[config.mk]
export PLATFORM = sky130hd
export DESIGN_NAME = supervisor_reset_watchdog
export DESIGN_NICKNAME = d
export VERILOG_FILES = /design/src/supervisor_pkg.sv /design/src/supervisor_reset_watchdog.sv /design/src/pin_qualifier.sv
export SDC_FILE = /design/constraint.sdc
export NUM_CORES = 1
export LEC_CHECK = 0
export BUFFER_PORTS_ARGS = -buffer_cell sky130_fd_sc_hd__buf_2
export CORE_ASPECT_RATIO = 1.1
export CORE_UTILIZATION = 40
export CTS_CLUSTER_SIZE = 30
export DETAILED_ROUTE_END_ITERATION = 8
export SETUP_SLACK_MARGIN = 0.4
export SKIP_LAST_GASP = 1
export SLEW_MARGIN = 20
export SYNTH_ARGS = -nofsm -noshare
export SYNTH_HDL_FRONTEND = slang
export SYNTH_SLANG_ARGS = --single-unit
export TNS_END_PERCENT = 20
[constraint.sdc]
create_clock -name clock -period 2.42 [get_ports clock]
set_input_delay 0.121 -clock clock [delete_from_list [all_inputs] [get_ports clock]]
set_output_delay 0.121 -clock clock [all_outputs]
set_load 0.05 [all_outputs]
[src/supervisor_pkg.sv]
/*
  Constants and types for the reset supervisor with watchdog.
  Assumes a single free-running 25 MHz clock; all times below are
  converted to whole clock cycles here.
*/
package supervisor_pkg;

  // ***************************************************************
  // Timebase
  // ***************************************************************
  // Free-running clock rate in hertz
  localparam int unsigned CLOCK_HZ = 25_000_000;
  // Cycles per millisecond, reused for every long interval
  localparam int unsigned CYCLES_PER_MS = CLOCK_HZ / 1000;

  // ***************************************************************
  // Timing figures in their own units
  // ***************************************************************
  // Reset hold time, typical, in milliseconds (window 140 to 280)
  localparam int unsigned RESET_HOLD_TIME_MS = 200;
  // Watchdog period, typical, in milliseconds (window 1120 to 2400)
  localparam int unsigned WATCHDOG_PERIOD_MS = 1600;
  // Manual reset qualification time in nanoseconds
  localparam int unsigned MR_FILTER_NS = 500;

  // ***************************************************************
  // Derived cycle counts
  // ***************************************************************
  // Hold time: 5,000,000 cycles at the nominal rate
  localparam logic [31:0] RESET_HOLD_CYCLES = 32'(CYCLES_PER_MS * RESET_HOLD_TIME_MS);
  // Watchdog period: 40,000,000 cycles at the nominal rate
  localparam logic [31:0] WATCHDOG_PERIOD_CYCLES = 32'(CYCLES_PER_MS * WATCHDOG_PERIOD_MS);
  // Least time, so rounded up: 13 cycles
  localparam logic [7:0] MR_FILTER_CYCLES =
    8'((MR_FILTER_NS * (CLOCK_HZ / 1_000_000) + 999) / 1000);
  // Strobe edges need no qualification beyond the synchroniser
  localparam logic [7:0] STROBE_FILTER_CYCLES = 8'h01;

  // ***************************************************************
  // Reset levels and states
  // ***************************************************************
  // Manual reset pin idles high
  localparam logic MR_IDLE_LEVEL = 1'b1;
  // Strobe pin assumed low before the first sample
  localparam logic STROBE_IDLE_LEVEL = 1'b0;

  // Gray coded along assert, hold, run
  typedef enum logic [1:0] {
    ST_ASSERT = 2'h0,
    ST_HOLD = 2'h1,
    ST_RUN = 2'h3
  } sup_state_t;

endpackage

[src/supervisor_reset_watchdog.sv]
/*
  Reset supervisor with manual reset and watchdog, top level.
  Assumes supply_low_in and watchdog_float_in come from logic already
  on clock; the two pins are asynchronous and are synchronised here.
*/
module supervisor_reset_watchdog #(
  parameter logic [31:0] HOLD_CYCLES = supervisor_pkg::RESET_HOLD_CYCLES,
  parameter logic [31:0] WD_CYCLES = supervisor_pkg::WATCHDOG_PERIOD_CYCLES,
  parameter logic [7:0] MR_FILTER = supervisor_pkg::MR_FILTER_CYCLES
) (
  input wire logic clock,
  input wire logic rst_b,
  input wire logic supply_low_in,
  input wire logic manual_reset_n_in,
  input wire logic watchdog_strobe_in,
  input wire logic watchdog_float_in,
  output logic reset_n_out,
  output logic reset_out
);

  // ***************************************************************
  // Elaboration checks
  // ***************************************************************
  if (HOLD_CYCLES < 32'h2 || WD_CYCLES < 32'h2) begin : g_bad_counts
    $error("supervisor_reset_watchdog: cycle counts must be at least two");
  end

  // ***************************************************************
  // Declarations
  // ***************************************************************
  supervisor_pkg::sup_state_t state; // Present state
  supervisor_pkg::sup_state_t next_state; // State for the next edge
  logic mr_level; // Qualified manual reset level, low asserts
  logic strobe_edge; // One-cycle pulse per qualified strobe edge
  logic source; // Undervoltage or manual reset active
  logic hold_done; // Last cycle of the hold time
  logic wd_expire; // Watchdog period ran out this cycle
  logic [31:0] hold_count; // Cycles spent in the hold state
  logic [31:0] wd_count; // Cycles since release or last strobe

  // ***************************************************************
  // Pin qualification
  // ***************************************************************
  // Manual reset: filter well above 100 ns, well below 1 us
  pin_qualifier #(
    .FILTER_CYCLES(MR_FILTER),
    .IDLE_LEVEL(supervisor_pkg::MR_IDLE_LEVEL)
  ) u_mr_qual (
    .clock(clock),
    .rst_b(rst_b),
    .pin(manual_reset_n_in),
    .level(mr_level),
    .change()
  );

  // Watchdog strobe: both edges are reported
  pin_qualifier #(
    .FILTER_CYCLES(supervisor_pkg::STROBE_FILTER_CYCLES),
    .IDLE_LEVEL(supervisor_pkg::STROBE_IDLE_LEVEL)
  ) u_strobe_qual (
    .clock(clock),
    .rst_b(rst_b),
    .pin(watchdog_strobe_in),
    .level(),
    .change(strobe_edge)
  );

  // ***************************************************************
  // Reset sources and timer terminals
  // ***************************************************************
  // Either level source forces the assert state
  assign source = supply_low_in || !mr_level;
  // Hold ends after exactly HOLD_CYCLES cycles in the hold state
  assign hold_done = (hold_count == HOLD_CYCLES - 32'h1);
  // A strobe on the final cycle still counts as in time
  assign wd_expire = (state == supervisor_pkg::ST_RUN) && !watchdog_float_in
    && !strobe_edge && (wd_count == WD_CYCLES - 32'h1);

  // ***************************************************************
  // State machine
  // ***************************************************************
  // Sources win over every other transition
  always_comb begin
    next_state = state;
    case (state)
      supervisor_pkg::ST_ASSERT: begin
        // Held while a source stands, then timed hold
        next_state = source ? supervisor_pkg::ST_ASSERT : supervisor_pkg::ST_HOLD;
      end
      supervisor_pkg::ST_HOLD: begin
        if (source) begin
          next_state = supervisor_pkg::ST_ASSERT;
        end else if (hold_done) begin
          next_state = supervisor_pkg::ST_RUN;
        end
      end
      supervisor_pkg::ST_RUN: begin
        if (source) begin
          next_state = supervisor_pkg::ST_ASSERT;
        end else if (wd_expire) begin
          next_state = supervisor_pkg::ST_HOLD;
        end
      end
      default: begin
        // Unused code: fall back to asserting reset
        next_state = supervisor_pkg::ST_ASSERT;
      end
    endcase
  end

  // State register; reset starts with reset asserted
  always_ff @(posedge clock or negedge rst_b) begin
    if (!rst_b) begin
      state <= supervisor_pkg::ST_ASSERT;
    end else begin
      state <= next_state;
    end
  end

  // ***************************************************************
  // Hold timer
  // ***************************************************************
  // Counts only while staying in hold, so every entry starts from zero
  always_ff @(posedge clock or negedge rst_b) begin
    if (!rst_b) begin
      hold_count <= 32'h0;
    end else if (state == supervisor_pkg::ST_HOLD && next_state == supervisor_pkg::ST_HOLD) begin
      hold_count <= hold_count + 32'h1;
    end else begin
      hold_count <= 32'h0;
    end
  end

  // ***************************************************************
  // Watchdog timer
  // ***************************************************************
  // Cleared whenever reset stands, on a strobe, and while floating
  always_ff @(posedge clock or negedge rst_b) begin
    if (!rst_b) begin
      wd_count <= 32'h0;
    end else if (state != supervisor_pkg::ST_RUN || next_state != supervisor_pkg::ST_RUN) begin
      wd_count <= 32'h0;
    end else if (watchdog_float_in || strobe_edge) begin
      wd_count <= 32'h0;
    end else begin
      wd_count <= wd_count + 32'h1;
    end
  end

  // ***************************************************************
  // Reset outputs
  // ***************************************************************
  // Both from next_state, so they switch on the same edge
  always_ff @(posedge clock or negedge rst_b) begin
    if (!rst_b) begin
      reset_n_out <= 1'b0;
      reset_out <= 1'b1;
    end else begin
      reset_n_out <= (next_state == supervisor_pkg::ST_RUN);
      reset_out <= (next_state != supervisor_pkg::ST_RUN);
    end
  end

  // ***************************************************************
  // Checks
  // ***************************************************************
  // Reference count of quiet released cycles, taken from the outputs
  // and not from wd_count, so the period check does not restate the timer
  logic [31:0] quiet_count;
  always_ff @(posedge clock or negedge rst_b) begin
    if (!rst_b) begin
      quiet_count <= 32'h0;
    end else if (!reset_n_out || watchdog_float_in || strobe_edge) begin
      // Reset standing, pin released or strobe seen: start again
      quiet_count <= 32'h0;
    end else begin
      quiet_count <= quiet_count + 32'h1;
    end
  end

  property p_complement;
    @(posedge clock) disable iff (!rst_b)
    reset_out == !reset_n_out;
  endproperty
  a_complement: assert property (p_complement)
    else $error("reset outputs are not complementary");

  property p_supply_asserts;
    @(posedge clock) disable iff (!rst_b)
    supply_low_in |=> !reset_n_out && state == supervisor_pkg::ST_ASSERT;
  endproperty
  a_supply_asserts: assert property (p_supply_asserts)
    else $error("undervoltage did not assert reset");

  property p_manual_asserts;
    @(posedge clock) disable iff (!rst_b)
    !mr_level |=> !reset_n_out && reset_out;
  endproperty
  a_manual_asserts: assert property (p_manual_asserts)
    else $error("manual reset did not assert reset");

  property p_full_hold;
    @(posedge clock) disable iff (!rst_b)
    $rose(reset_n_out) |-> $past(state) == supervisor_pkg::ST_HOLD
      && $past(hold_count) == HOLD_CYCLES - 32'h1;
  endproperty
  a_full_hold: assert property (p_full_hold)
    else $error("reset released before the full hold time");

  property p_idle_in_reset;
    @(posedge clock) disable iff (!rst_b)
    !reset_n_out |-> wd_count == 32'h0;
  endproperty
  a_idle_in_reset: assert property (p_idle_in_reset)
    else $error("watchdog counted while reset asserted");

  property p_strobe_restarts;
    @(posedge clock) disable iff (!rst_b)
    (state == supervisor_pkg::ST_RUN && strobe_edge) |=> wd_count == 32'h0;
  endproperty
  a_strobe_restarts: assert property (p_strobe_restarts)
    else $error("strobe edge did not restart the watchdog");

  property p_float_disables;
    @(posedge clock) disable iff (!rst_b)
    watchdog_float_in |-> !wd_expire ##1 wd_count == 32'h0;
  endproperty
  a_float_disables: assert property (p_float_disables)
    else $error("watchdog active while strobe floats");

  property p_expire_holds;
    @(posedge clock) disable iff (!rst_b)
    (wd_expire && !source) |=> state == supervisor_pkg::ST_HOLD
      && hold_count == 32'h0 && !reset_n_out;
  endproperty
  a_expire_holds: assert property (p_expire_holds)
    else $error("watchdog expiry did not start a reset hold");

  property p_source_clears;
    @(posedge clock) disable iff (!rst_b)
    source |=> wd_count == 32'h0 && hold_count == 32'h0;
  endproperty
  a_source_clears: assert property (p_source_clears)
    else $error("timers not cleared by a reset source");

  property p_period_exact;
    @(posedge clock) disable iff (!rst_b)
    wd_expire == (reset_n_out && !watchdog_float_in && !strobe_edge
      && quiet_count == WD_CYCLES - 32'h1);
  endproperty
  a_period_exact: assert property (p_period_exact)
    else $error("watchdog expired at the wrong count");

  // Main scenarios
  c_wd_expire: cover property (@(posedge clock) disable iff (!rst_b) wd_expire);
  c_release: cover property (@(posedge clock) disable iff (!rst_b) $rose(reset_n_out));
  c_manual: cover property (@(posedge clock) disable iff (!rst_b) $fell(mr_level));
  c_strobe: cover property (@(posedge clock) disable iff (!rst_b)
    state == supervisor_pkg::ST_RUN && strobe_edge);

endmodule

[src/pin_qualifier.sv]
/*
  Synchroniser and level qualifier for one asynchronous input pin.
  Assumes the pin is unrelated to clock; emits a qualified level and
  a one-cycle pulse on every accepted change of that level.
*/
module pin_qualifier #(
  parameter logic [7:0] FILTER_CYCLES = 8'h01,
  parameter logic IDLE_LEVEL = 1'b0
) (
  input wire logic clock,
  input wire logic rst_b,
  input wire logic pin,
  output logic level,
  output logic change
);

  // ***************************************************************
  // Elaboration checks
  // ***************************************************************
  if (FILTER_CYCLES == 8'h00) begin : g_bad_filter
    $error("pin_qualifier: FILTER_CYCLES must be at least one");
  end

  // ***************************************************************
  // Three-stage synchroniser
  // ***************************************************************
  logic stage1; // Metastability catcher, read only by stage2
  logic stage2; // Second stage
  logic stage3; // Third stage, compared with stage2
  logic [7:0] count; // Cycles the new level has stood

  // Shift the pin through three flops
  always_ff @(posedge clock or negedge rst_b) begin
    if (!rst_b) begin
      stage1 <= IDLE_LEVEL;
      stage2 <= IDLE_LEVEL;
      stage3 <= IDLE_LEVEL;
    end else begin
      stage1 <= pin;
      stage2 <= stage1;
      stage3 <= stage2;
    end
  end

  // ***************************************************************
  // Level qualifier
  // ***************************************************************
  // A short glitch restarts the count, so it never reaches the level
  always_ff @(posedge clock or negedge rst_b) begin
    if (!rst_b) begin
      level <= IDLE_LEVEL;
      count <= 8'h00;
      change <= 1'b0;
    end else begin
      change <= 1'b0;
      if (stage2 == stage3 && stage3 != level) begin
        // Stable and different: count toward acceptance
        if (count == FILTER_CYCLES - 8'h01) begin
          level <= stage3;
          count <= 8'h00;
          change <= 1'b1;
        end else begin
          count <= count + 8'h01;
        end
      end else begin
        // Unstable or back to the old level
        count <= 8'h00;
      end
    end
  end

  // ***************************************************************
  // Checks
  // ***************************************************************
  property p_level_qualified;
    @(posedge clock) disable iff (!rst_b)
    (level != $past(level)) |-> ($past(count) == FILTER_CYCLES - 8'h01) && change;
  endproperty
  a_level_qualified: assert property (p_level_qualified)
    else $error("level changed before the qualification count");

endmodule

# Yosys cells after proc, flatten, opt, wreduce, memory -nomap -nowiden
# Index checks and enable logic that the tools add are counted.
# W data, S select, Z words.
[word_totals]
wordCells = 64
out_inout_bits = 2
input_bits = 6
regBits = 93
[op_classes]
n_eq_ne = 13
add_sub_neg = 4
muxes = 15
n_reduce_logical = 16
[ops]
columns = ["op", "count"]
rows = [
  ["$mux W32", 3],
  ["$add A32 B1 Y32 const B", 2],
  ["$eq A32 B23 Y1 const B", 1],
  ["$eq A32 B26 Y1 const B", 1],
  ["$mux W8", 4],
  ["$add A8 B1 Y8 const B", 2],
  ["$eq A8 B4 Y1 const B", 1],
  ["$logic_not A8 Y1", 1],
  ["$mux W2", 4],
  ["$logic_and A1 B1 Y1", 6],
  ["$pmux W2 S3", 1],
  ["$eq A2 B1 Y1 const B", 2],
  ["$eq A2 B2 Y1 const B", 2],
  ["$ne A2 B2 Y1 const B", 2],
  ["$reduce_and A2 Y1", 2],
  ["$logic_not A1 Y1", 3],
  ["$logic_or A1 B1 Y1", 3],
  ["$mux W1", 3],
  ["$eq A1 B1 Y1", 2],
  ["$logic_not A2 Y1", 1],
  ["$ne A1 B1 Y1", 2],
]

# Logic depth before layout (Yosys ltp)
# Gate-level depths: netlist of run 1.
[logic_depth]
depth_word = 10
depth_mapped = 7
depth_no_buf = 6

# Modules after synthesis
# Synthesis of run 1 repeated with hierarchy kept, for this count alone.
[hier_totals]
cells_unflattened = 454
area_unflattened_um2 = 4589.4
[by_module_without_submodules]
columns = ["module", "area_each_um2", "cells_each", "n_inst", "seq_area_each_um2"]
rows = [
  ["supervisor_reset_watchdog", 3424.5, 346, 1, 1702.9],
  ["pin_qualifier (u_mr_qual)", 594.3, 56, 1, 330.3],
  ["pin_qualifier (u_strobe_qual)", 570.5, 52, 1, 325.3],
]

# Worst setup path after synthesis of run 1
# Ideal clock, no wire load.
[synth_timing]
kind = "register to register"
from = "reg u_mr_qual.level"
to = "reg hold_count[11]"
path_slack_ns = 0.691
path_buffers = 1
t_arrival_ns = 1.610
path_stages_with_launch = 7
setup_time_ns = 0.119
required_time_ns = 2.301
period_less_slack_ns = 1.729
cell_sequence = "dfstp_2 -> and4bb_2 -> nand4_1 -> nor4_2 -> nand2b_1 -> buf_4 -> nor2_1"
[synth_between]
elab_chain_len = 7
elab_cells_between_ends = 9
cone_classes = "eq/ne (1); mux (5); reduce/logical (3)"
[synth_lines]
columns = ["element", "line", "text"]
rows = [
  ["start, declared", "pin_qualifier.sv:13", "output logic level,"],
  ["start signal, assigned", "pin_qualifier.sv:59", "level <= stage3;"],
  ["$logic_not A1 Y1 (*)", "supervisor_reset_watchdog.sv:72", "assign source = supply_low_in || !mr_level;"],
  ["$logic_or A1 B1 Y1 (*)", "supervisor_reset_watchdog.sv:72", ""],
  ["$mux W2, or another cell as far along", "supervisor_reset_watchdog.sv:98", "if (source) begin"],
  ["$pmux W2 S3 (*)", "supervisor_reset_watchdog.sv:85", "case (state)"],
  ["$eq A2 B1 Y1 (*)", "supervisor_reset_watchdog.sv:127", "end else if (state == supervisor_pkg::ST_HOLD && next_state == supervisor_pkg::ST_HOLD) begin"],
  ["$logic_and A1 B1 Y1 (*)", "supervisor_reset_watchdog.sv:127", ""],
  ["$mux W32 (*)", "supervisor_reset_watchdog.sv:127", ""],
  ["end signal, assigned", "supervisor_reset_watchdog.sv:128", "hold_count <= hold_count + 32'h1;"],
  ["end, declared", "supervisor_reset_watchdog.sv:38", "logic [31:0] hold_count;"],
]
# Mark *: on every way between the ends. The rest lies on a longest branch, timed or not.
# A chain may end at the register's enable or synchronous reset.

# Worst setup path after layout of run 1
[layout_timing]
from = "reg wd_count[18]"
to = "reg wd_count[3]"
[layout_between]
elab_chain_len = 8
[layout_lines]
columns = ["element", "line", "text"]
rows = [
  ["start, declared", "supervisor_reset_watchdog.sv:39", "logic [31:0] wd_count;"],
  ["start signal, assigned", "supervisor_reset_watchdog.sv:146", "wd_count <= wd_count + 32'h1;"],
  ["$eq A32 B26 Y1", "supervisor_reset_watchdog.sv:77", "&& !strobe_edge && (wd_count == WD_CYCLES - 32'h1);"],
  ["$logic_and A1 B1 Y1", "supervisor_reset_watchdog.sv:77", ""],
  ["$mux W2", "supervisor_reset_watchdog.sv:100", "end else if (wd_expire) begin"],
  ["$mux W2", "supervisor_reset_watchdog.sv:98", ""],
  ["$pmux W2 S3", "supervisor_reset_watchdog.sv:85", ""],
  ["$ne A2 B2 Y1", "supervisor_reset_watchdog.sv:141", "end else if (state != supervisor_pkg::ST_RUN || next_state != supervisor_pkg::ST_RUN) begin"],
  ["$logic_or A1 B1 Y1", "supervisor_reset_watchdog.sv:141", ""],
  ["$mux W32", "supervisor_reset_watchdog.sv:141", ""],
]
# Every way passes these cells.

==> results of run 1 <==
## per-layer routing
layer	global-route usage (%)	vias to the layer above	wire length (um)
met5	0	-	0
met4	5.71	0	97
met3	3.52	7	180
li1	-	1526	-
met2	25.6	23	3880
met1	20.9	1505	3940
## cell usage in the layout (no fill, tap or decap), types with 9 or more instances in the layout
cell type / count
and3_1: 13
inv_1: 11
xor2_1: 54
nor2_1: 89
clkbuf_16: 9
nand2_1: 25
dfrtp_1: 88
xnor2_1: 17
nand3_1: 37
nand4_1: 23
## power by group
part	internal [W]	switching, W
clock network	0.000905	0.000579
registers	0.00158	0.0000173
logic	0.0000290	0.0000501
## per-stage QoR
stage          cell area, um^2  total power (W)  hold slack [ps]  utilization (%)  cells
6_report                  5110          0.00316              314             47.1    607
5_1_grt                   5110          0.00327              365             47.1    607
4_1_cts                   5050          0.00320              336             46.5    604
3_5_place_dp              4680          0.00170              161             43.1    583
3_3_place_gp              4680          0.00169              158             43.1    583
2_1_floorplan             4460          0.00165             -175                -    434
## how the worst max path moves through the flow
stage,startpoint,cells past startpoint,to,slack (ps)
floorplan,u_mr_qual.level,6,hold_count[11],690
global route,hold_count[7],5,hold_count[31],350
detailed placement,hold_count[0],7,hold_count[5],380
CTS,hold_count[0],7,hold_count[18],430
finish,wd_count[18],6,wd_count[3],520
global placement,hold_count[0],7,hold_count[23],430
## area by class of cell
type	count	area [um^2]	area share, %
Timing Repair Buffer	18	165	3.23
Clock buffer	10	229	4.48
Multi-Input combinational cell	322	2070	40.5
Tap cell	147	184	3.60
Inverter	11	41.3	0.808
Sequential cell	93	2330	45.6
Clock inverter	6	87.6	1.71
## cell usage after synthesis, types with 2 or more instances
| cell | n |
|---|---|
| ha_1 | 6 |
| nor2_1 | 90 |
| nor2b_1 | 2 |
| dfrtp_1 | 88 |
| buf_4 | 3 |
| and4bb_2 | 2 |
| buf_2 | 4 |
| nand3_1 | 37 |
| and3_1 | 13 |
| or3_1 | 2 |
| nand2_1 | 25 |
| or2_2 | 2 |
| inv_1 | 11 |
| and4_1 | 4 |
| nor4b_1 | 6 |
| dfstp_2 | 5 |
| nor4_4 | 4 |
| xnor2_1 | 17 |
| nor3b_1 | 2 |
| xor2_1 | 54 |
| nor4_1 | 6 |
| nor4bb_1 | 2 |
| o21ai_0 | 5 |
| and2_1 | 5 |
| nor3_1 | 4 |
| nand4_1 | 23 |
## cells by family (layout without fill, tap and decap cells)
family,after synthesis,in the layout,synth area share (%)
xor gates and xnor gates,71,71,14.0
AOI/OAI and AO/OA,7,7,0.898
buffers and inverters,19,45,1.97
adders and majority gates,6,6,1.68
DFF,93,93,52.4
and+or+nand+nor,237,237,28.9
muxes,1,1,0.253
## sequential cells by signal, summed over array words and instances (netlist names)
register,count
u_mr_qual.stage2,1
state,2
u_strobe_qual.stage1,1
u_strobe_qual.change,1
u_mr_qual.level,1
u_strobe_qual.level,1
reset_n_out,1
hold_count,32
u_strobe_qual.count,8
u_strobe_qual.stage3,1
u_mr_qual.stage1,1
reset_out,1
u_strobe_qual.stage2,1
u_mr_qual.count,8
wd_count,32
u_mr_qual.stage3,1
## timing repair
action	in CTS	in global routing
hold endpoints to repair	42	0
hold buffers	5	0
buffers inserted	0	3
resized for setup	1	7
pin swaps	0	3
setup endpoints to repair	31	62
==> run_results.csv, run 1 <==
group,metric,value,unit
cells_and_area,drive_gt1_share,11.1,%
floorplan,start_util,41.0,%
outcome,status,"finished, final reports clean",
critical_path,path_buf_inv,1,
sta,clock_skew,5.76,ps
synthesis,syn_area_per_cell,10.3,um^2
critical_path,crit_family,"simple AND/OR/NAND/NOR gates",
floorplan,die_x,103,um
sta,setup_viol,0,
pwr,p_leak,2.18,nW
routing,remaining_drc_errors,0,
min_path,hold_path.class,"input pin to asynchronous set/reset pin",
clock_tree,clock_latency,340,ps
synthesis,synth_top_area_cell,"dfrtp_1",
pwr,cellPowerDensity,618,mW/mm^2
critical_path,endpoint_kind,"register",
sta,fin_crit_sh,78.3,%
clock_tree,cts_tree,"yes",
place,gp_congestion,0.766,
global_route,grt_pass1_wl,14500,um
cells_and_area,nets,467,
critical_path,cpMostUsedCell,"and4_1",
synthesis,yosys.area.top_type_share,49.4,%
critical_path,critPathKind,"register to register",
synthesis,synthDistinctLibCells,38,
critical_path,crit_required,2640,ps
routing,vias,3061,
synthesis,async_flop_share,100,%
routing,wl_per_cell,13.3,um
synthesis,synth_edf_count,0,
critical_path,r2r_start,"wd_count[18]",
floorplan,io_pins,8,
global_route,grt_max_degree,51,
floorplan,fp-row-count,40,
place,io_buffers,7,
synthesis,yosysSeqAreaShare,52.4,%
routing,ant_nets,0,
sta,setup_slack,525,ps
synthesis,synth-seq-cells,93,
clock_tree,cts.clk_slew.worst_paths,70,ps
cells_and_area,diodes,0,
sta,max_freq,528,MHz
floorplan,die_h,113,um
critical_path,crit_path_max_incr_delay,440,ps
critical_path,start_kind,"register",
sta,rsz0062_at_grt,"true",
sta,maxSlewHeadroom,56.8,%
global_route,grt.overflow.total,0,
sta,tightest_slew,647,ps
critical_path,crit_chain,"nor4b_1 -> and4_1 -> and4_1 -> nand4b_1 -> buf_12 -> nor2_1",
synthesis,synth_fp_nets,446,
sta,hold_violations,0,
global_route,antenna_found_initial,0,
routing,totalWireLength,8100,um
synthesis,synthFlopType,"dfrtp_1",
place,dpl.hpwl,5410,um
sta,drv_slew,0,
critical_path,worstRegToRegCells,6,
flow_run,cap_viol_max_count,0,
synthesis,synth_area_leaders,"dfrtp_1, xor2_1, nor2_1, nand3_1, xnor2_1",
critical_path,r2r-end,"wd_count[3]",
critical_path,cp_slowest_cell,"dfrtp_1",
sta,period_minus_slack,1900,ps
routing,drt_iter0_drc,39,
synthesis,synth-warning-count,0,
floorplan,dieArea,0.0116,mm^2
cells_and_area,syn_to_final_growth,14.7,%
synthesis,synth_cells,434,
floorplan,coreArea,0.0109,mm^2
sta,fin_setup_tns,0,ps
clock_tree,clock-sinks,93,
critical_path,rrSetupSlack,520,ps
place,pre_cts_slack,378,ps
critical_path,cp_max_fo,31,
clock_tree,root_buffer,"clkbuf_16",
synthesis,synth.cell_area,0.00446,mm^2
routing,vias_per_cell,5.04,
cells_and_area,fillers,1026,
routing,drt_pass1_iterations,4,
clock_tree,cts_max_level,3,
critical_path,critPathArrivalTime,2120,ps
pwr,peakVddDrop,0.276,mV
global_route,track_usage,15.9,%
global_route,first_global_vias,3113,
clock_tree,numCtsBuffers,9,
clock_tree,clockBufferDepth,2,
Power figures use the tool's default switching activity.
==> run 2: changes to the inputs <==
Clock period 2.42 ns to 1.52 ns, I/O delays scaled along.
==> run_results.csv, run 2 (synthesis results as in run 1) <==
group,metric,value,unit
outcome,status,"finished, violations left",
outcome,violations,"setup timing",
sta,setup_viol,65,
pwr,seqPwrFrac,48.1,%
routing,ant_nets,0,
global_route,antenna_found_initial,0,
cells_and_area,syn_to_final_growth,31.0,%
routing,wl_met3,129,um
place,dpl.hpwl,6250,um
critical_path,r2r-end,"wd_count[18]",
critical_path,crit_family,"simple AND/OR/NAND/NOR gates",
critical_path,cpMostUsedCell,"and4_1",
floorplan,io_pins,8,
min_path,hold_path.class,"input pin to register",
cells_and_area,drive_gt1_share,25.9,%
sta,rsz0062_at_grt,"true",
clock_tree,clock-sinks,93,
critical_path,crit_chain,"nor4bb_2 -> and4_1 -> and4_1 -> nand4b_1 -> buf_6 -> nor2_1",
critical_path,worstSetupStartpoint,"wd_count[16]",
floorplan,die_x,103,um
floorplan,dieArea,0.0116,mm^2
critical_path,r2r_start,"wd_count[16]",
pwr,netSwitchingFraction,20.0,%
cells_and_area,finish.utilization,53.8,%
clock_tree,root_buffer,"clkbuf_16",
pwr,power_frac_comb,2.7,%
routing,vias,3412,
clock_tree,clock_latency,340,ps
clock_tree,cts_max_level,3,
cells_and_area,layout_common_cells,"nor2_1, dfrtp_1, buf_4, xor2_1, nand3_1",
min_path,min-delay-start,"supply_low_in",
routing,totalWireLength,8880,um
routing,met1Wirelength,4140,um
sta,maxSlewHeadroom,67.6,%
clock_tree,clockBufferDepth,2,
floorplan,die_h,113,um
sta,period_minus_slack,1730,ps
pwr,p_leak,2.65,nW
sta,hold_violations,0,
routing,vias_per_cell,4.93,
cells_and_area,nets,552,
sta,drv_slew,0,
place,io_buffers,7,
clock_tree,cts_tree,"yes",
critical_path,critPathArrivalTime,1960,ps
floorplan,fp-row-count,40,
global_route,grt_max_degree,94,
cells_and_area,design_area,0.00584,mm^2
critical_path,crit_path_max_incr_delay,410,ps
critical_path,worstSetupPathDepth,6,
routing,wl_per_cell,12.8,um
global_route,first_global_vias,3516,
critical_path,path_buf_inv,1,
cells_and_area,diodes,0,
min_path,min_to,"wd_count[8]",
cells_and_area,fin_cells,692,
floorplan,start_util,41.0,%
critical_path,critPathKind,"register to register",
pwr,peakVddDrop,0.535,mV
sta,clock_skew,9.02,ps
critical_path,endpoint_kind,"register",
min_path,hold_path_depth,4,
routing,top_layer_used,"met4",
sta,fin_setup_tns,-10890,ps
sta,setup_slack,-215,ps
global_route,track_usage,17.4,%
routing,drt_pass1_iterations,4,
sta,fin_crit_sh,114,%
clock_tree,numCtsBuffers,9,
pwr,p_clk_share,49.2,%
global_route,grt.overflow.total,0,
sta,tightest_slew,486,ps
cells_and_area,final_common_cell,"nor2_1",
critical_path,rrSetupSlack,-210,ps
pwr,cellPowerDensity,903,mW/mm^2
critical_path,cp_slowest_cell,"dfrtp_1",
routing,drt_iter0_drc,108,
cells_and_area,largest_registers,"hold_count x32, wd_count x32",
pwr,power,0.00527,W
clock_tree,cts.clk_slew.worst_paths,70,ps
place,dpl_cell_area,0.00538,mm^2
place,dp_cells,670,
critical_path,worstRegToRegCells,6,
critical_path,start_kind,"register",
critical_path,crit_required,1750,ps
pwr,p_int,0.00422,W
global_route,grt_pass1_wl,15700,um
place,gp_congestion,0.774,
critical_path,cp_max_fo,14,
sta,max_freq,576,MHz
floorplan,coreArea,0.0109,mm^2
routing,remaining_drc_errors,0,
routing,route.met2.wl,4440,um
flow_run,cap_viol_max_count,0,
pwr,p_sw,0.00105,W
## run 2: changes by cell type in the layout (fill, tap and decap cells not counted), moves of 2 or more
cell and delta:
clkinv_4 -2, nor4bb_1 -2, buf_6 +2, clkinvlp_4 +2
buf_4 +83, nor4bb_2 +2
## run 2: stage by stage
stage | setup WS (ps) | hold slack [ps]
finish | -215 | 185
detailed placement | -289 | 165
global placement | -248 | 165
CTS | -233 | 179
floorplan | -94.0 | -220
global route | -352 | 237
## run 2: cell type report
| cell class | count | area [um^2] |
|---|---|---|
| Clock inverter | 6 | 110 |
| Tap cell | 147 | 184 |
| Multi-Input combinational cell | 322 | 2110 |
| Inverter | 11 | 41.3 |
| Sequential cell | 93 | 2330 |
| Fill cell | 976 | 5020 |
| Timing Repair Buffer | 103 | 816 |
| Clock buffer | 10 | 239 |
## run 2: how the worst max path moves through the flow
stage | endpoint | slack (ps)
detailed placement | hold_count[18] | -290
floorplan | hold_count[2] | -90
global route | wd_count[18] | -350
finish | wd_count[18] | -210
CTS | wd_count[18] | -230
global placement | hold_count[24] | -250
## run 2: repair_timing
action                                  CTS  global route
endpoints found under the setup margin   86            86
pin swaps                                 2             0
buffers inserted                          1             0
hold buffers                              5             0
gates resized for setup                   6             2
endpoints found under the hold margin    92             0
## run 2: layer usage
layer / track usage (%) / up-vias
met2: 29.1 / 25
li1: - / 1697
met4: 7.71 / 0
met5: 0 / -
met3: 2.41 / 12
met1: 22.3 / 1678
## run 2: power by group through the flow
stage / logic [W] / clock network (W) / registers, W
detailed placement: 0.000137 / 0 / 0.00258
floorplan: 0.0000457 / 0 / 0.00258
finish: 0.000141 / 0.00260 / 0.00254
global placement: 0.000134 / 0 / 0.00258
global route: 0.000166 / 0.00276 / 0.00254
CTS: 0.000148 / 0.00266 / 0.00254
## run 2: tightest hold or removal path, stage by stage
cell and delay [ps]:
buf_2 90, and3b_1 190, nand2_1 90, nor4_1 50
